**src/pkg/ddmr_defs.vh**
```
// ddmr_defs.vh - constants for the mode register and burst block
// assumes inclusion by bare name from design files; definitions only
`ifndef DDMR_DEFS_VH
`define DDMR_DEFS_VH

// mode register field positions (address pin numbers)
`define DDMR_BL_LO 0
`define DDMR_BL_HI 1
`define DDMR_BT_BIT 3
`define DDMR_DLLRST_BIT 8
`define DDMR_WR_LO 9
`define DDMR_WR_HI 11
`define DDMR_PPD_BIT 12
`define DDMR_DLLDIS_BIT 0
`define DDMR_AL_LO 3
`define DDMR_AL_HI 4
`define DDMR_QOFF_BIT 12
`define DDMR_TDQS_BIT 11
`define DDMR_BC_BIT 12
`define DDMR_AP_BIT 10
`define DDMR_MR_W 13

// burst length field codes
`define DDMR_BL_8 2'h0
`define DDMR_BL_OTF 2'h1
`define DDMR_BL_4 2'h2

// additive latency codes
`define DDMR_AL_0 2'h0
`define DDMR_AL_CL1 2'h1
`define DDMR_AL_CL2 2'h2

// bank address of each mode register
`define DDMR_BA_MR0 3'h0
`define DDMR_BA_MR1 3'h1

// command encodings {cs_n, ras_n, cas_n, we_n}
`define DDMR_CMD_MRS 4'h0
`define DDMR_CMD_REF 4'h1
`define DDMR_CMD_WR 4'h4
`define DDMR_CMD_RD 4'h5

// burst counts in beats, timing counts in link clocks
`define DDMR_BEATS 4'h8
`define DDMR_CHOP_BEATS 4'h4
`define DDMR_WREF_BL8 6'h04
`define DDMR_WREF_BC4 6'h02
`define DDMR_TRP_CK 6'h0E
`define DDMR_RST_MR0 13'h0000
`define DDMR_RST_MR1 13'h0000

// write recovery codes to clocks
`define DDMR_WR_C0 6'h10
`define DDMR_WR_C1 6'h05
`define DDMR_WR_C2 6'h06
`define DDMR_WR_C3 6'h07
`define DDMR_WR_C4 6'h08
`define DDMR_WR_C5 6'h0A
`define DDMR_WR_C6 6'h0C
`define DDMR_WR_C7 6'h0E

`endif

```
**src/verilog/ddmr_core.v**
```verilog
// ddmr_core - mode registers, burst ordering, dll control of the sdram
// assumes pins arrive asynchronously and are sampled by i_clk_sys;
// the link clock runs far slower than i_clk_sys (several samples/phase)
// Operation
// A3 picks sequential or interleaved beat order
// A1:A0 pick chop4, fixed eight, or on-the-fly
// on-the-fly: A12 with command picks burst length
// read start column picks the first beat
// sequential: rotate in nibble, then other nibble
// interleaved: beat n is start xor n
// chop reads: four beats, then drivers off
// writes ignore low columns, natural order
// fixed chop pulls write reference in two clocks
// dll reset bit clears itself after use
// controller waits dll lock after reset
// write recovery plus precharge time auto precharge
// controller programs write recovery high enough
// A12 zero freezes dll in precharge powerdown
// A12 one keeps dll running in powerdown
// MR1 written when bank address is 001
// self refresh turns dll off, exit on
// controller keeps cke high during dll lock
// controller disables termination in dll-off mode
// controller limits termination choices in leveling
// commands held for additive latency internally
// output disable bit floats data and strobes
// A11 selects data mask or termination strobes
// MR0 written when bank address is 000
// length codes: 00 eight, 01 fly, 10 chop
`timescale 1ns/1ps
`default_nettype none
`include "ddmr_defs.vh"
module ddmr_core #(
  parameter DW = 8,
  parameter FD = 8,
  parameter FAW = 3,
  parameter [5:0] TRP_CK = `DDMR_TRP_CK
) (
  input wire i_clk_sys,
  input wire i_rstn,
  input wire i_ce,
  input wire i_ck,
  input wire i_cke,
  input wire i_cs_n,
  input wire i_ras_n,
  input wire i_cas_n,
  input wire i_we_n,
  input wire [2:0] i_ba,
  input wire [15:0] i_addr,
  input wire [DW-1:0] i_dq,
  input wire i_dm,
  input wire [4:0] i_cas_lat,
  input wire [4:0] i_cas_wr_lat,
  input wire [DW-1:0] i_rd_data,
  input wire i_rd_valid,
  output wire o_rd_ready,
  output reg [DW-1:0] o_dq,
  output reg o_dq_oe,
  output reg o_dqs,
  output reg o_dqs_oe,
  output reg o_tdqs,
  output reg o_tdqs_oe,
  output reg o_tdqs_n,
  output reg o_tdqs_n_oe,
  output reg [DW-1:0] o_wr_data,
  output reg [2:0] o_wr_col,
  output reg o_wr_mask,
  output reg o_wr_valid,
  output reg o_wr_ref,
  output reg o_auto_pre,
  output reg [`DDMR_MR_W-1:0] o_mr0,
  output reg [`DDMR_MR_W-1:0] o_mr1,
  output reg o_dll_reset,
  output reg o_dll_on,
  output reg o_self_refresh,
  output reg o_power_down
);
  localparam PW = DW + 26; // ck, cke, 4 command, 3 bank, 16 address, dq, dm
  localparam [3:0] S_IDLE = 4'h1;
  localparam [3:0] S_WAIT = 4'h2;
  localparam [3:0] S_RD = 4'h4;
  localparam [3:0] S_WR = 4'h8;

  // beat order inside a burst from start column and beat number
  function [2:0] f_order;
    input [2:0] start;
    input [2:0] n;
    input ilv;
    begin
      if (ilv) f_order = start ^ n;
      else f_order = {start[2] ^ n[2], start[1:0] + n[1:0]};
    end
  endfunction

  // write recovery code to link clocks
  function [5:0] f_wr_ck;
    input [2:0] code;
    begin
      case (code)
        3'h1: f_wr_ck = `DDMR_WR_C1;
        3'h2: f_wr_ck = `DDMR_WR_C2;
        3'h3: f_wr_ck = `DDMR_WR_C3;
        3'h4: f_wr_ck = `DDMR_WR_C4;
        3'h5: f_wr_ck = `DDMR_WR_C5;
        3'h6: f_wr_ck = `DDMR_WR_C6;
        3'h7: f_wr_ck = `DDMR_WR_C7;
        default: f_wr_ck = `DDMR_WR_C0;
      endcase
    end
  endfunction

  // two-flop synchroniser for every pin; only s2 is read by logic
  reg [PW-1:0] s1;
  reg [PW-1:0] s2;
  reg ck_d;
  always @(posedge i_clk_sys or negedge i_rstn) begin
    if (!i_rstn) begin
      s1 <= {PW{1'b0}};
      s2 <= {PW{1'b0}};
      ck_d <= 1'b0;
    end else if (i_ce) begin
      s1 <= {i_ck, i_cke, i_cs_n, i_ras_n, i_cas_n, i_we_n, i_ba, i_addr, i_dq, i_dm};
      s2 <= s1;
      ck_d <= s2[PW-1];
    end
  end

  wire p_ck = s2[PW-1];
  wire p_cke = s2[PW-2];
  wire [3:0] p_cmd = s2[PW-3:PW-6];
  wire [2:0] p_ba = s2[PW-7:PW-9];
  wire [15:0] p_addr = s2[PW-10:PW-25];
  wire [DW-1:0] p_dq = s2[DW:1];
  wire p_dm = s2[0];
  wire ck_rise = p_ck & ~ck_d;
  wire ck_edge = p_ck ^ ck_d;
  wire cmd_ev = ck_rise & p_cke;

  // read data path fifo; user side stalls when it fills
  wire [DW-1:0] f_data;
  wire f_valid;
  reg f_take;
  ddmr_fifo #(.W(DW), .D(FD), .AW(FAW)) u_fifo (
    .i_clk(i_clk_sys),
    .i_rstn(i_rstn),
    .i_ce(i_ce),
    .i_data(i_rd_data),
    .i_valid(i_rd_valid),
    .o_ready(o_rd_ready),
    .o_data(f_data),
    .o_valid(f_valid),
    .i_ready(f_take)
  );

  // decoded mode fields
  wire [1:0] bl_mode = o_mr0[`DDMR_BL_HI:`DDMR_BL_LO];
  wire ilv = o_mr0[`DDMR_BT_BIT];
  wire [1:0] al_code = o_mr1[`DDMR_AL_HI:`DDMR_AL_LO];
  wire qoff = o_mr1[`DDMR_QOFF_BIT];
  wire tdqs_en = o_mr1[`DDMR_TDQS_BIT];
  wire [4:0] al_ck = (al_code == `DDMR_AL_CL1) ? i_cas_lat - 5'h01 :
                     (al_code == `DDMR_AL_CL2) ? i_cas_lat - 5'h02 : 5'h00;
  // chop chosen by fixed code or by A12 low in on-the-fly mode
  wire cmd_chop = (bl_mode == `DDMR_BL_4) |
                  ((bl_mode == `DDMR_BL_OTF) & ~p_addr[`DDMR_BC_BIT]);

  reg [3:0] state;
  reg is_rd;
  reg chop;
  reg ap;
  reg [2:0] start;
  reg [5:0] lat_cnt;
  reg [3:0] beat;
  reg [3:0] ld_cnt;
  reg [5:0] wref_cnt;
  reg [5:0] ap_cnt;
  reg [DW-1:0] buf_mem [0:7];
  wire [3:0] nbeats = chop ? `DDMR_CHOP_BEATS : `DDMR_BEATS;
  wire [2:0] ld_col = {chop ? start[2] : ld_cnt[2], ld_cnt[1:0]};

  // pull the burst's words from the fifo while latency runs out;
  // words that have not arrived by the first beat are sent stale
  always @* begin
    f_take = (state == S_WAIT) & is_rd & (ld_cnt < nbeats) & f_valid;
  end

  always @(posedge i_clk_sys) begin
    if (i_ce & f_take) buf_mem[ld_col] <= f_data;
  end

  // mode registers, self refresh and power-down tracking
  always @(posedge i_clk_sys or negedge i_rstn) begin
    if (!i_rstn) begin
      o_mr0 <= `DDMR_RST_MR0;
      o_mr1 <= `DDMR_RST_MR1;
      o_dll_reset <= 1'b0;
      o_self_refresh <= 1'b0;
      o_power_down <= 1'b0;
      o_dll_on <= 1'b0;
    end else if (i_ce) begin
      o_dll_reset <= 1'b0;
      // reset bit is acted on once, then returns to zero
      if (o_mr0[`DDMR_DLLRST_BIT]) begin
        o_dll_reset <= 1'b1;
        o_mr0[`DDMR_DLLRST_BIT] <= 1'b0;
      end
      if (cmd_ev & (p_cmd == `DDMR_CMD_MRS) & (state == S_IDLE)) begin
        if (p_ba == `DDMR_BA_MR0) o_mr0 <= p_addr[`DDMR_MR_W-1:0];
        if (p_ba == `DDMR_BA_MR1) o_mr1 <= p_addr[`DDMR_MR_W-1:0];
      end
      if (ck_rise) begin
        // refresh with cke low enters self refresh; cke high leaves
        if (~p_cke & (p_cmd == `DDMR_CMD_REF) & ~o_power_down) o_self_refresh <= 1'b1;
        else if (p_cke) o_self_refresh <= 1'b0;
        o_power_down <= ~p_cke & ~o_self_refresh & (p_cmd != `DDMR_CMD_REF);
      end
      // dll follows enable bit, self refresh and slow-exit power-down
      o_dll_on <= ~o_mr1[`DDMR_DLLDIS_BIT] & ~o_self_refresh &
                  ~(o_power_down & ~o_mr0[`DDMR_PPD_BIT]);
    end
  end

  // burst engine: one command at a time, others ignored while busy
  always @(posedge i_clk_sys or negedge i_rstn) begin
    if (!i_rstn) begin
      state <= S_IDLE;
      is_rd <= 1'b0;
      chop <= 1'b0;
      ap <= 1'b0;
      start <= 3'h0;
      lat_cnt <= 6'h00;
      beat <= 4'h0;
      ld_cnt <= 4'h0;
      o_dq <= {DW{1'b0}};
      o_dq_oe <= 1'b0;
      o_dqs <= 1'b0;
      o_dqs_oe <= 1'b0;
      o_tdqs <= 1'b0;
      o_tdqs_oe <= 1'b0;
      o_tdqs_n <= 1'b0;
      o_tdqs_n_oe <= 1'b0;
      o_wr_data <= {DW{1'b0}};
      o_wr_col <= 3'h0;
      o_wr_mask <= 1'b0;
      o_wr_valid <= 1'b0;
    end else if (i_ce) begin
      o_wr_valid <= 1'b0;
      if (f_take) ld_cnt <= ld_cnt + 4'h1;
      case (state)
        S_IDLE: begin
          o_dq_oe <= 1'b0;
          o_dqs_oe <= 1'b0;
          o_tdqs_oe <= 1'b0;
          o_tdqs_n_oe <= 1'b0;
          if (cmd_ev & ((p_cmd == `DDMR_CMD_RD) | (p_cmd == `DDMR_CMD_WR))) begin
            state <= S_WAIT;
            is_rd <= (p_cmd == `DDMR_CMD_RD);
            chop <= cmd_chop;
            ap <= p_addr[`DDMR_AP_BIT];
            start <= p_addr[2:0];
            ld_cnt <= 4'h0;
            // held for additive latency, then cas or cas-write latency
            lat_cnt <= (p_cmd == `DDMR_CMD_RD) ? {1'b0, al_ck + i_cas_lat} :
                       {1'b0, al_ck + i_cas_wr_lat};
          end
        end
        S_WAIT: begin
          if (ck_rise) begin
            lat_cnt <= lat_cnt - 6'h01;
            if (lat_cnt <= 6'h01) begin
              beat <= 4'h0;
              state <= is_rd ? S_RD : S_WR;
            end
          end
        end
        S_RD: begin
          if (ck_edge | (beat == 4'h0)) begin
            if (beat == `DDMR_BEATS) begin
              state <= S_IDLE;
              o_dq_oe <= 1'b0;
              o_dqs_oe <= 1'b0;
              o_tdqs_oe <= 1'b0;
              o_tdqs_n_oe <= 1'b0;
            end else begin
              beat <= beat + 4'h1;
              o_dq <= buf_mem[f_order(start, beat[2:0], ilv)];
              // chop: last four slots float; qoff floats all
              o_dq_oe <= ~qoff & ~(chop & beat[2]);
              o_dqs_oe <= ~qoff & ~(chop & beat[2]);
              o_dqs <= ~beat[0];
              o_tdqs <= ~beat[0];
              o_tdqs_n <= beat[0];
              o_tdqs_oe <= ~qoff & tdqs_en & ~(chop & beat[2]);
              o_tdqs_n_oe <= ~qoff & tdqs_en & ~(chop & beat[2]);
            end
          end
        end
        S_WR: begin
          if (ck_edge | (beat == 4'h0)) begin
            if (beat == `DDMR_BEATS) begin
              state <= S_IDLE;
              o_tdqs_oe <= 1'b0;
              o_tdqs_n_oe <= 1'b0;
            end else begin
              beat <= beat + 4'h1;
              // natural order; only A2 kept, and only for chop
              o_wr_col <= {chop ? start[2] : beat[2], beat[1:0]};
              o_wr_data <= p_dq;
              o_wr_mask <= ~tdqs_en & p_dm;
              o_wr_valid <= ~(chop & beat[2]);
              o_tdqs <= ~beat[0];
              o_tdqs_n <= beat[0];
              o_tdqs_oe <= ~qoff & tdqs_en;
              o_tdqs_n_oe <= ~qoff & tdqs_en;
            end
          end
        end
        default: state <= S_IDLE;
      endcase
    end
  end

  // write reference point and auto precharge timers in link clocks
  always @(posedge i_clk_sys or negedge i_rstn) begin
    if (!i_rstn) begin
      wref_cnt <= 6'h00;
      ap_cnt <= 6'h00;
      o_wr_ref <= 1'b0;
      o_auto_pre <= 1'b0;
    end else if (i_ce) begin
      o_wr_ref <= 1'b0;
      o_auto_pre <= 1'b0;
      if ((state == S_WAIT) & ~is_rd & (wref_cnt == 6'h00) & ck_rise & (lat_cnt <= 6'h01)) begin
        // fixed chop starts the internal write two clocks sooner
        wref_cnt <= (bl_mode == `DDMR_BL_4) ? `DDMR_WREF_BC4 : `DDMR_WREF_BL8;
      end else if (ck_rise & (wref_cnt != 6'h00)) begin
        wref_cnt <= wref_cnt - 6'h01;
        if (wref_cnt == 6'h01) begin
          o_wr_ref <= 1'b1;
          if (ap) ap_cnt <= f_wr_ck(o_mr0[`DDMR_WR_HI:`DDMR_WR_LO]) + TRP_CK;
        end
      end
      if (ck_rise & (ap_cnt != 6'h00)) begin
        ap_cnt <= ap_cnt - 6'h01;
        if (ap_cnt == 6'h01) o_auto_pre <= 1'b1;
      end
    end
  end
endmodule // ddmr_core
`default_nettype wire

```
**src/verilog/ddmr_fifo.v**
```verilog
// ddmr_fifo - small synchronous fifo with valid/ready on both sides
// assumes one clock, async active-low reset, clock enable freezes state
`timescale 1ns/1ps
`default_nettype none
module ddmr_fifo #(
  parameter W = 8,
  parameter D = 8,
  parameter AW = 3
) (
  input wire i_clk,
  input wire i_rstn,
  input wire i_ce,
  input wire [W-1:0] i_data,
  input wire i_valid,
  output reg o_ready,
  output wire [W-1:0] o_data,
  output reg o_valid,
  input wire i_ready
);
  reg [W-1:0] mem [0:D-1];
  reg [AW-1:0] wp;
  reg [AW-1:0] rp;
  reg [AW:0] cnt;
  wire push = i_valid & o_ready;
  wire pop = o_valid & i_ready;
  reg [AW:0] next_cnt;

  assign o_data = mem[rp];

  always @* begin
    next_cnt = cnt;
    if (push & ~pop) next_cnt = cnt + 1'b1;
    else if (pop & ~push) next_cnt = cnt - 1'b1;
  end

  // full and empty are registered so both handshakes come from flops
  always @(posedge i_clk or negedge i_rstn) begin
    if (!i_rstn) begin
      wp <= {AW{1'b0}};
      rp <= {AW{1'b0}};
      cnt <= {(AW+1){1'b0}};
      o_ready <= 1'b0;
      o_valid <= 1'b0;
    end else if (i_ce) begin
      if (push) begin
        mem[wp] <= i_data;
        wp <= (wp == D - 1) ? {AW{1'b0}} : wp + 1'b1;
      end
      if (pop) rp <= (rp == D - 1) ? {AW{1'b0}} : rp + 1'b1;
      cnt <= next_cnt;
      o_ready <= (next_cnt != D);
      o_valid <= (next_cnt != {(AW+1){1'b0}});
    end
  end
endmodule // ddmr_fifo
`default_nettype wire
```
**config.mk**
```make
export PLATFORM = sky130hd
export DESIGN_NAME = ddmr_core
export DESIGN_NICKNAME = d
export VERILOG_FILES = /design/src/verilog/ddmr_core.v /design/src/verilog/ddmr_fifo.v
export VERILOG_INCLUDE_DIRS = /design/src /design/src/pkg
export SDC_FILE = /design/constraint.sdc
export NUM_CORES = 1
export LEC_CHECK = 0
export ABC_CLOCK_PERIOD_IN_PS = 4600
export BUFFER_PORTS_ARGS = -buffer_cell sky130_fd_sc_hd__buf_2
export CAP_MARGIN = 20
export CORE_MARGIN = 3
export CORE_UTILIZATION = 55
export CTS_CLUSTER_DIAMETER = 50
export DETAILED_ROUTE_END_ITERATION = 10
export PLACE_DENSITY = 0.8
export SYNTH_ARGS = -nofsm -noshare
export SYNTH_HDL_FRONTEND = slang
export SYNTH_SLANG_ARGS = --single-unit
```
**constraint.sdc**
```tcl
create_clock -name i_clk_sys -period 4.6 [get_ports i_clk_sys]
set_clock_uncertainty 0.15 [all_clocks]
set_input_delay 0.23 -clock i_clk_sys [delete_from_list [all_inputs] [get_ports i_clk_sys]]
set_output_delay 0.23 -clock i_clk_sys [all_outputs]
set_load 0.005 [all_outputs]
```
# After elaboration in Yosys (flattened, before gate mapping)
# Memory sizes are Yosys's and may differ from the RTL's. A register that Yosys moved wholly into a read port is not among the register bits.
# Cells that the tools add are included.
word_totals:
  regBits: 167
  ram_bits: 128
  out_inout_bits: 61
  elab_cells: 253
  n_memories: 2
classes:
  n_addsub: 15
  order_cmp: 2
  eq_ne: 35
  n_mux: 73
  n_bitwise: 54
  n_reduce_logical: 36
memory_table:
  columns: ["memory", "words", "width", "read_ports", "rd_ports_with_merged_regs", "wr", "line", "text"]
  rows:
  - ["buf_mem", 8, 8, 1, 1, 1, "ddmr_core.v:177", "reg [DW-1:0] buf_mem [0:7];"]
  - ["u_fifo.mem", 8, 8, 1, 0, 1, "ddmr_fifo.v:20", "reg [W-1:0] mem [0:D-1];"]
op_table:
  columns: ["cell", "n"]
  rows:
  - ["6-bit two-way mux", 14]
  - ["4-bit two-way mux", 16]
  - ["5-bit one-hot mux with 7 select lines", 1]
  - ["1-bit AND", 32]
  - ["1-bit two-way mux", 24]
  - ["3-bit two-way mux", 8]
  - ["4-bit AND reduction", 5]
  - ["3-bit equality test (second input constant)", 6]
  - ["9-bit two-way mux", 2]
  - ["6-bit by 1-bit subtractor with 6-bit output (second input constant)", 3]
  - ["1-bit NOT", 16]
  - ["2-bit nonzero test", 8]
  - ["5-bit two-way mux", 3]
  - ["3-bit AND reduction", 5]
  - ["4-bit by 1-bit adder with 4-bit output (second input constant)", 3]
  - ["4-bit by 3-bit equality test with 1-bit output (second input constant)", 3]
  - ["6-bit by 1-bit equality test with 1-bit output (second input constant)", 2]
  - ["4-bit one-hot mux with 3 select lines", 1]
  - ["6-bit one-hot mux with 2 select lines", 1]
  - ["6-bit AND reduction", 2]
  - ["6-bit nonzero test", 2]
  - ["5-bit adder", 2]
  - ["2-bit by 1-bit inequality test with 1-bit output (second input constant)", 5]
  - ["4-bit by 1-bit equality test with 1-bit output (second input constant)", 2]
  - ["other kinds (33)", 49]

# Logic depth before layout (Yosys ltp)
# Gate-level depths: netlist of the first run.
logic_depth:
  ltp_word: 13
  mapped_depth: 11
  depth_no_buf: 10

# Modules after synthesis
# A second synthesis of the first run with hierarchy kept.
unflattened:
  cells_unflattened: 888
  hier_area_um2: 12972.4
by_module_without_submodules:
  columns: ["module", "instances", "cells_per_inst", "area_each_um2", "seq_area_each_um2"]
  rows:
  - ["ddmr_core", 1, 714, 9719.3, 5851.9]
  - ["ddmr_fifo", 1, 174, 3253.1, 2222.1]

# Worst setup path before layout of the first run
# No wires, ideal clock.
synth_timing:
  path_kind: "register -> register"
  start: "register state[2]"
  end: "memory buf_mem[0][0], enable pin"
  arrival_ns: 2.666
  t_required_ns: 4.055
  path_slack_ns: 1.390
  stages_incl_launch_ff: 7
  path_buffers: 2
  synth_period_minus_slack_ns: 3.210
  path_cell_list: "dfrtp_1 > buf_2 > or4b_1 > buf_2 > a2111oi_4 > nand2_1 > nor4_1"
synth_between:
  elab_chain_cells: 7
synth_rtl:
  columns: ["element", "line", "text"]
  rows:
  - ["from (decl)", "ddmr_core.v:167", "reg [3:0] state;"]
  - ["from (signal assigned)", "ddmr_core.v:272", "state <= is_rd ? S_RD : S_WR;"]
  - ["4-bit by 2-bit equality test with 1-bit output", "ddmr_core.v:184", "f_take = (state == S_WAIT) & is_rd & (ld_cnt < nbeats) & f_valid;"]
  - ["1-bit AND (3 in a row)", "ddmr_core.v:184", null]
  - ["1-bit AND", "ddmr_core.v:188", "if (i_ce & f_take) buf_mem[ld_col] <= f_data;"]
  - ["1-bit two-way mux", "ddmr_core.v:188", null]
  - ["1-bit two-way mux (not written as such)", "ddmr_core.v:188", null]
  - ["to (decl)", "ddmr_core.v:177", null]
# No other way between the ends.

# Worst setup path after layout of the first run
layout_timing:
  start: "register state[2]"
  end: "memory buf_mem[7][3], enable pin"
# The elaborated chain is that of the path after synthesis.

==> results.md, run 1 <==
* Outcome: complete, no violations
* Bufs on Longest Clock Path at 3
* Row Count at 55
* Synthesized cell area at 12800 um^2
* Hold Path Stages at 5
* Synth cell types at 65
* TritonRoute pass-1 iters at 6
* Final wirelength at 26400 um
* Setup Crit Path Kind: flip-flop to flip-flop
* Reg2Reg Depth at 5
* DR iter-0 viols at 676
* Num Clock Sinks at 297
* Fin nets at 1141
* Critical path startpoint category: flip-flop
* HP Class: input pin to flip-flop
* Die H at 159 um
* GRT Residual Overflow at 0
* DP Area at 13800 um^2
* GR Util All Layers at 20.9%
* Syn. warnings at 0
* Pins Over Slew Limit at 0
* Largest net degree at the start of global routing at 74
* Total number of vias at 7851
* Hold path start: i_cas_wr_lat[0]
* Mapped Nets at 974
* Vias/cell at 5.63
* CTS buffer count at 31
* Crit. End Element: flip-flop
* Final hold slack at 0.0896 ns
* Fmax at 0.279 GHz
* PD cells at 523 nW/um^2
* Synth area leaders: dfrtp_1, edfxtp_1, mux2_2
* RSZ-0062 raised after global routing: false
* Width of the die at 159 um
* Period utilization at 77.9%
* Synth top area share at 32.7%
* Number of synthesized register bits at 297
* Port buffer count at 113
* Sequential element share of the synthesized area at 62.9%
* Ys async rst share at 56.9%
* # DRC at 0
* Ant diodes at 0
* Post-CTS sizing at 0
* Die ar. at 25200 um^2
* Max Fanout on Critical Path at 15
* CTS root buffer: clkbuf_16
* Initial antenna violation count at 0
* CP max stage delay at 0.82 ns
* Leading area contributor after synthesis: dfrtp_1
* Gate Count Post-Synth at 889
* First-pass GRT wire length at 43200 um
* Slew HR at 27.5%
* Critical path data arrival time at 3.61 ns
* Setup violators final at 0
* Detailed placement HPWL at 16800 um
* Reg2Reg Setup Slack at 1.02 ns
* Most used flip-flop cell after synthesis: dfrtp_1
* Worst VDD drop at 0.362 mV
* Vias in the first global route at 8253
* Area growth, synth to finish at 18.9%
* Cell Chain, Critical Path: or4b_1 -> a2111oi_4 -> and2_1 -> nand3_1 -> nor2_1
* CTS HTree Levels at 1
* Avg Inst Size Synth at 14.4 um^2
* Slowest-stage cell, CP: or4b_1
* Wirelength per Cell at 19.0 um
* Final instance area at 15300 um^2
* Number of synthesized flops with an enable pin at 128
* Area of the multi-input gates at 4480 um^2
* Worst r2r src: state[2]$_DFFE_PN0P_
* Static Leak at 0.00636 uW
* Worst EP required at 4.63 ns
* Seq. cell area at 8070 um^2
* CTS clk-pin slew, worst paths at 0.06 ns
* Total core area at 22800 um^2
* Clk_lat worst skew at 0.57 ns
* Max Cap Viol at 0
* Layout cells sized above 1 at 32.2%
* Fin Setup TNS at 0 ns
* Antenna viol nets, final at 0
* Final hold vios at 0
* Fillcell total at 1506
* Initial Utilization at 56.4%
* Fin crit period at 3.58 ns
* Worst Tran Pin Value at 1.08 ns
* Setup Buffers After CTS at 0
* CTS tree: done
* # IOs at 117
* CP startpoint: state[2]$_DFFE_PN0P_
* Placer congestion estimate at 0.851
==> cells in the final DEF, fill, tap and decap left out, types with 4 or more instances in the layout <==
cell           instances
a21o_1                 4
a21oi_1               32
and2_1                 6
and3_1                 4
buf_2                111
buf_4                 18
clkbuf_1               5
clkbuf_16             31
clkbuf_4               4
clkbuf_8               5
clkinv_2               4
dfrtp_1              168
dlygate4sd3_1         42
edfxtp_1             128
ha_1                  28
inv_1                 32
mux2_2               127
mux2i_1               13
mux4_2                32
nand2_1               39
nand2b_1              16
nand3_1               11
nand4_1                7
nor2_1                58
nor2b_1                7
nor3_1                19
nor3b_1                4
nor4_1                 8
nor4b_1                4
o21ai_0               27
o22ai_1                6
xnor2_1               13
xor2_1                 7
==> flip-flops by register name (all words and copies together) (netlist names), 4 cells and up <==
name / flops
u_fifo.mem: 64
o_mr1: 13
buf_mem: 64
state: 4
ld_cnt: 4
o_dq: 8
s1: 31
s2: 31
o_wr_data: 8
o_mr0: 13
wref_cnt: 6
beat: 4
u_fifo.cnt: 4
ap_cnt: 6
lat_cnt: 6
==> path summary, 6_finish.rpt <==
kind / end
worst max register to register: buf_mem[7][3]$_DFFE_PP_
worst min register to register: wref_cnt[5]$_DFFE_PN0P_
worst max-delay path: buf_mem[7][3]$_DFFE_PP_
max in group asynchronous: u_fifo.cnt[2]$_DFFE_PN0P_
worst min-delay path: lat_cnt[0]$_DFFE_PN0P_
min in group asynchronous: o_mr1[6]$_DFFE_PN0P_
==> final cells by class <==
cell class / instances / share of cell area, %
clock buffers: 45 / 5.85
multi-input cells: 520 / 29.3
well taps: 313 / 2.56
clock inverters: 13 / 0.901
inverters: 32 / 0.786
flip-flops and latches: 297 / 52.9
repair buffers: 174 / 7.71
==> power by group <==
group	total (uW)	switching (uW)	internal [uW]
logic	1900	952	947
clock network	2490	1020	1470
registers	3600	371	3230
total	7990	2340	5640
==> cell families (layout without fill, tap and decap cells) <==
logic type,Yosys count,in the layout,synth area share (%)
buffers and inverters,72,264,2.30
xor gates and xnor gates,21,21,1.43
AOI/OAI and AO/OA,101,101,5.03
muxes,172,172,17.8
and+or+nand+nor,197,197,7.71
adders and majority gates,29,29,2.88
DFF,297,297,62.9
==> cells in the mapped netlist, drive strengths merged, types with 14 or more instances <==
master	count
a21oi	32
buf	15
edfxtp	128
clkbuf	25
nor3	19
nand2	39
nor2	59
inv	32
ha	28
mux2	127
dfrtp	168
nand2b	16
xnor2	14
o21ai	28
mux4	32
==> layer usage <==
layer  global-route usage, %  part of all wire, %  up-vias
met2                    36.3                   51      198
met4                    5.73                  2.4        0
met3                    3.39                  4.6       46
met1                    27.6                   42     3976
li1                        -                    -     3631
met5                       0                    0        -
==> repair_timing <==
item / CTS / global route
setup endpoints to repair: 0 / 0
hold buffers: 42 / 0
hold endpoints to repair: 147 / 0
==> per-stage QoR <==
step	setup WS, ns	std cells	total power (uW)	utilization [%]
4_1_cts	1.01	1391	7980	66.8
3_3_place_gp	1.18	1291	5350	60.4
5_1_grt	0.797	1394	8410	67.0
2_1_floorplan	1.39	889	4910	-
6_report	1.02	1394	7990	67.0
3_5_place_dp	1.05	1291	5440	60.4
==> critical path, delay by kind of cell, from the launching register on <==
kind | cells | cell delay, ns
simple gates | 4 | 1.95
flops | 1 | 0.47
compound gates | 1 | 0.65
No activity file was read; power rests on OpenSTA's default activity.
==> inputs of run 2 (changes only) <==
--- a/config.mk
+++ b/config.mk
@@ -6,7 +6,7 @@
 export SDC_FILE = /design/constraint.sdc
 export NUM_CORES = 1
 export LEC_CHECK = 0
-export ABC_CLOCK_PERIOD_IN_PS = 4600
+export ABC_CLOCK_PERIOD_IN_PS = 3500
 export BUFFER_PORTS_ARGS = -buffer_cell sky130_fd_sc_hd__buf_2
 export CAP_MARGIN = 20
 export CORE_MARGIN = 3
==> constraint.sdc (replaced) <==
create_clock -name i_clk_sys -period 3.5 [get_ports i_clk_sys]
set_clock_uncertainty 0.15 [all_clocks]
set_input_delay 0.175 -clock i_clk_sys [delete_from_list [all_inputs] [get_ports i_clk_sys]]
set_output_delay 0.175 -clock i_clk_sys [all_outputs]
set_load 0.005 [all_outputs]
==> results.md, run 2 (synthesized netlist as in run 1, its figures left out) <==
* Outcome: complete, no violations
* Total core area at 22800 um^2 (unchanged)
* Max Fanout on Critical Path at 9 (-6)
* Fillcell total at 1525 (+1.3%)
* Worst EP required at 3.54 ns (-1.09 ns)
* Final hold slack at 0.0150 ns (-0.0746 ns)
* Port buffer count at 113 (unchanged)
* CTS buffer count at 31 (unchanged)
* Wirelength per Cell at 18.2 um (-3.9%)
* GR Util All Layers at 20.6% (-0.26 points)
* Fin crit period at 3.13 ns (-0.454 ns)
* Final hold vios at 0 (unchanged)
* DR iter-0 viols at 598 (-12%)
* Width of the die at 159 um (unchanged)
* Setup violators final at 0 (unchanged)
* Worst VDD drop at 0.449 mV (+24%)
* Post-CTS sizing at 0 (unchanged)
* CTS tree: done
* Top Registers: buf_mem (64), u_fifo.mem (64)
* CTS clk-pin slew, worst paths at 0.06 ns (about the same)
* Die H at 159 um (unchanged)
* PD cells at 672 nW/um^2 (+29%)
* First-pass GRT wire length at 42700 um (-1.3%)
* Placer congestion estimate at 0.875 (+2.7%)
* Critical path startpoint category: flip-flop
* Die ar. at 25200 um^2 (unchanged)
* GRT Residual Overflow at 0 (unchanged)
* Area growth, synth to finish at 18.5%
* Slew HR at 30.6% (+3.0 points)
* Initial Utilization at 56.4% (unchanged)
* Slowest-stage cell, CP: or4b_1
* Antenna viol nets, final at 0 (unchanged)
* Static Leak at 0.00634 uW (-0.36%)
* Clk_lat worst skew at 0.55 ns (-0.02 ns)
* Pins Over Slew Limit at 0 (unchanged)
* Vias/cell at 5.61 (-0.46%)
* Final wirelength at 25400 um (-3.8%)
* Commonest non-fill, non-tap cell in the layout: dfrtp_1
* Total number of vias at 7826 (-0.32%)
* WP buf/inv at 0 (unchanged)
* Cell family with most CP delay: simple AND/OR/NAND/NOR gates
* Ant diodes at 0 (unchanged)
* Period utilization at 89.4% (+12 points)
* Layout cells sized above 1 at 32.0% (-0.15 points)
* Fin Setup TNS at 0 ns (unchanged)
* Placed Cells at 1298 (+0.54%)
* Final worst slack at 0.371 ns (-0.646 ns)
* CP max stage delay at 0.62 ns (-0.20 ns)
* Most frequent cells in the layout: dfrtp_1, edfxtp_1, mux2_2
* TritonRoute pass-1 iters at 5 (-1)
* Reg2Reg Setup Slack at 0.37 ns (-0.65 ns)
* CTS Hold Bufs at 43 (+2.4%)
* Initial antenna violation count at 0 (unchanged)
* CTS root buffer: clkbuf_16
* Critical path data arrival time at 3.17 ns (-0.44 ns)
* Pre-CTS setup slack at 0.373 ns (-0.681 ns)
* Setup Crit Path Kind: flip-flop to flip-flop
* Max Cap Viol at 0 (unchanged)
* Largest net degree at the start of global routing at 73 (-1.4%)
* Setup Buffers After CTS at 0 (unchanged)
* Bufs on Longest Clock Path at 3 (unchanged)
* Vias in the first global route at 8241 (-0.15%)
* RSZ-0062 raised after global routing: false
* HP Class: input pin to asynchronous set/reset pin
* # DRC at 0 (unchanged)
* Final non-filler cell total at 1396 (+0.14%)
* Row Count at 55 (unchanged)
* Cell Chain, Critical Path: or4b_1 -> a2111oi_4 -> nand2_1 -> nor2_1 -> and3_1
* CTS HTree Levels at 1 (unchanged)
* Crit. End Element: flip-flop
* Detailed placement HPWL at 17000 um (+1.6%)
* # IOs at 117 (unchanged)
* Fin nets at 1146 (+0.44%)
* Num Clock Sinks at 297 (unchanged)
* Worst Tran Pin Value at 1.04 ns (-0.0451 ns)
* Fmax at 0.320 GHz (+15%)
run 2: layout make-up:
class,instances,area [um^2],area share (%)
Sequential cell,297,8070,53.0
Inverter,32,120,0.789
Timing Repair Buffer,179,1190,7.80
Multi-Input combinational cell,520,4480,29.4
Tap cell,313,392,2.57
Clock inverter,8,73.8,0.485
Clock buffer,47,896,5.89
run 2: metrics by stage:
stage          power, uW  area [um^2]  util, %
2_1_floorplan       6460        12800        -
3_3_place_gp        7030        13800     60.6
3_5_place_dp        7160        13800     60.6
4_1_cts            10300        15200     66.8
5_1_grt            10800        15200     66.8
6_report           10200        15200     66.8
run 2: where the power goes:
part | switching, uW | internal [uW] | total [uW] | leakage [uW]
sequential | 459 | 4240 | 4700 | 0.00325
combinational | 1230 | 1220 | 2450 | 0.00261
clock | 1250 | 1830 | 3080 | 0.000479
total | 2940 | 7290 | 10200 | 0.00634
run 2: routing by layer:
metal	wire [um]	vias up	global-route usage [%]
met4	706	0	6.25
met5	0	-	0
met1	10800	3959	27.5
li1	-	3630	-
met3	1270	54	3.76
met2	12700	183	34.9
run 2: worst paths after layout:
check | startpoint | to | depth (start not counted)
min in group i_clk_sys | i_cas_wr_lat[0] | lat_cnt[0]$_DFFE_PN0P_ | 5
worst max-delay path | state[2]$_DFFE_PN0P_ | buf_mem[5][5]$_DFFE_PP_ | 5
max in group asynchronous | i_rstn | s2[29]$_DFFE_PN0P_ | 3
worst max register to register | state[2]$_DFFE_PN0P_ | buf_mem[5][5]$_DFFE_PP_ | 5
worst min register to register | u_fifo.cnt[3]$_DFFE_PN0P_ | u_fifo.cnt[3]$_DFFE_PN0P_ | 1
worst min-delay path | i_rstn | s1[15]$_DFFE_PN0P_ | 3
run 2: worst register-to-register path, cell delays in order, from the launching register on:
cell	delay [ns]
dfrtp_1	0.46
or4b_1	0.62
a2111oi_4	0.57
nand2_1	0.34
nor2_1	0.22
and3_1	0.43
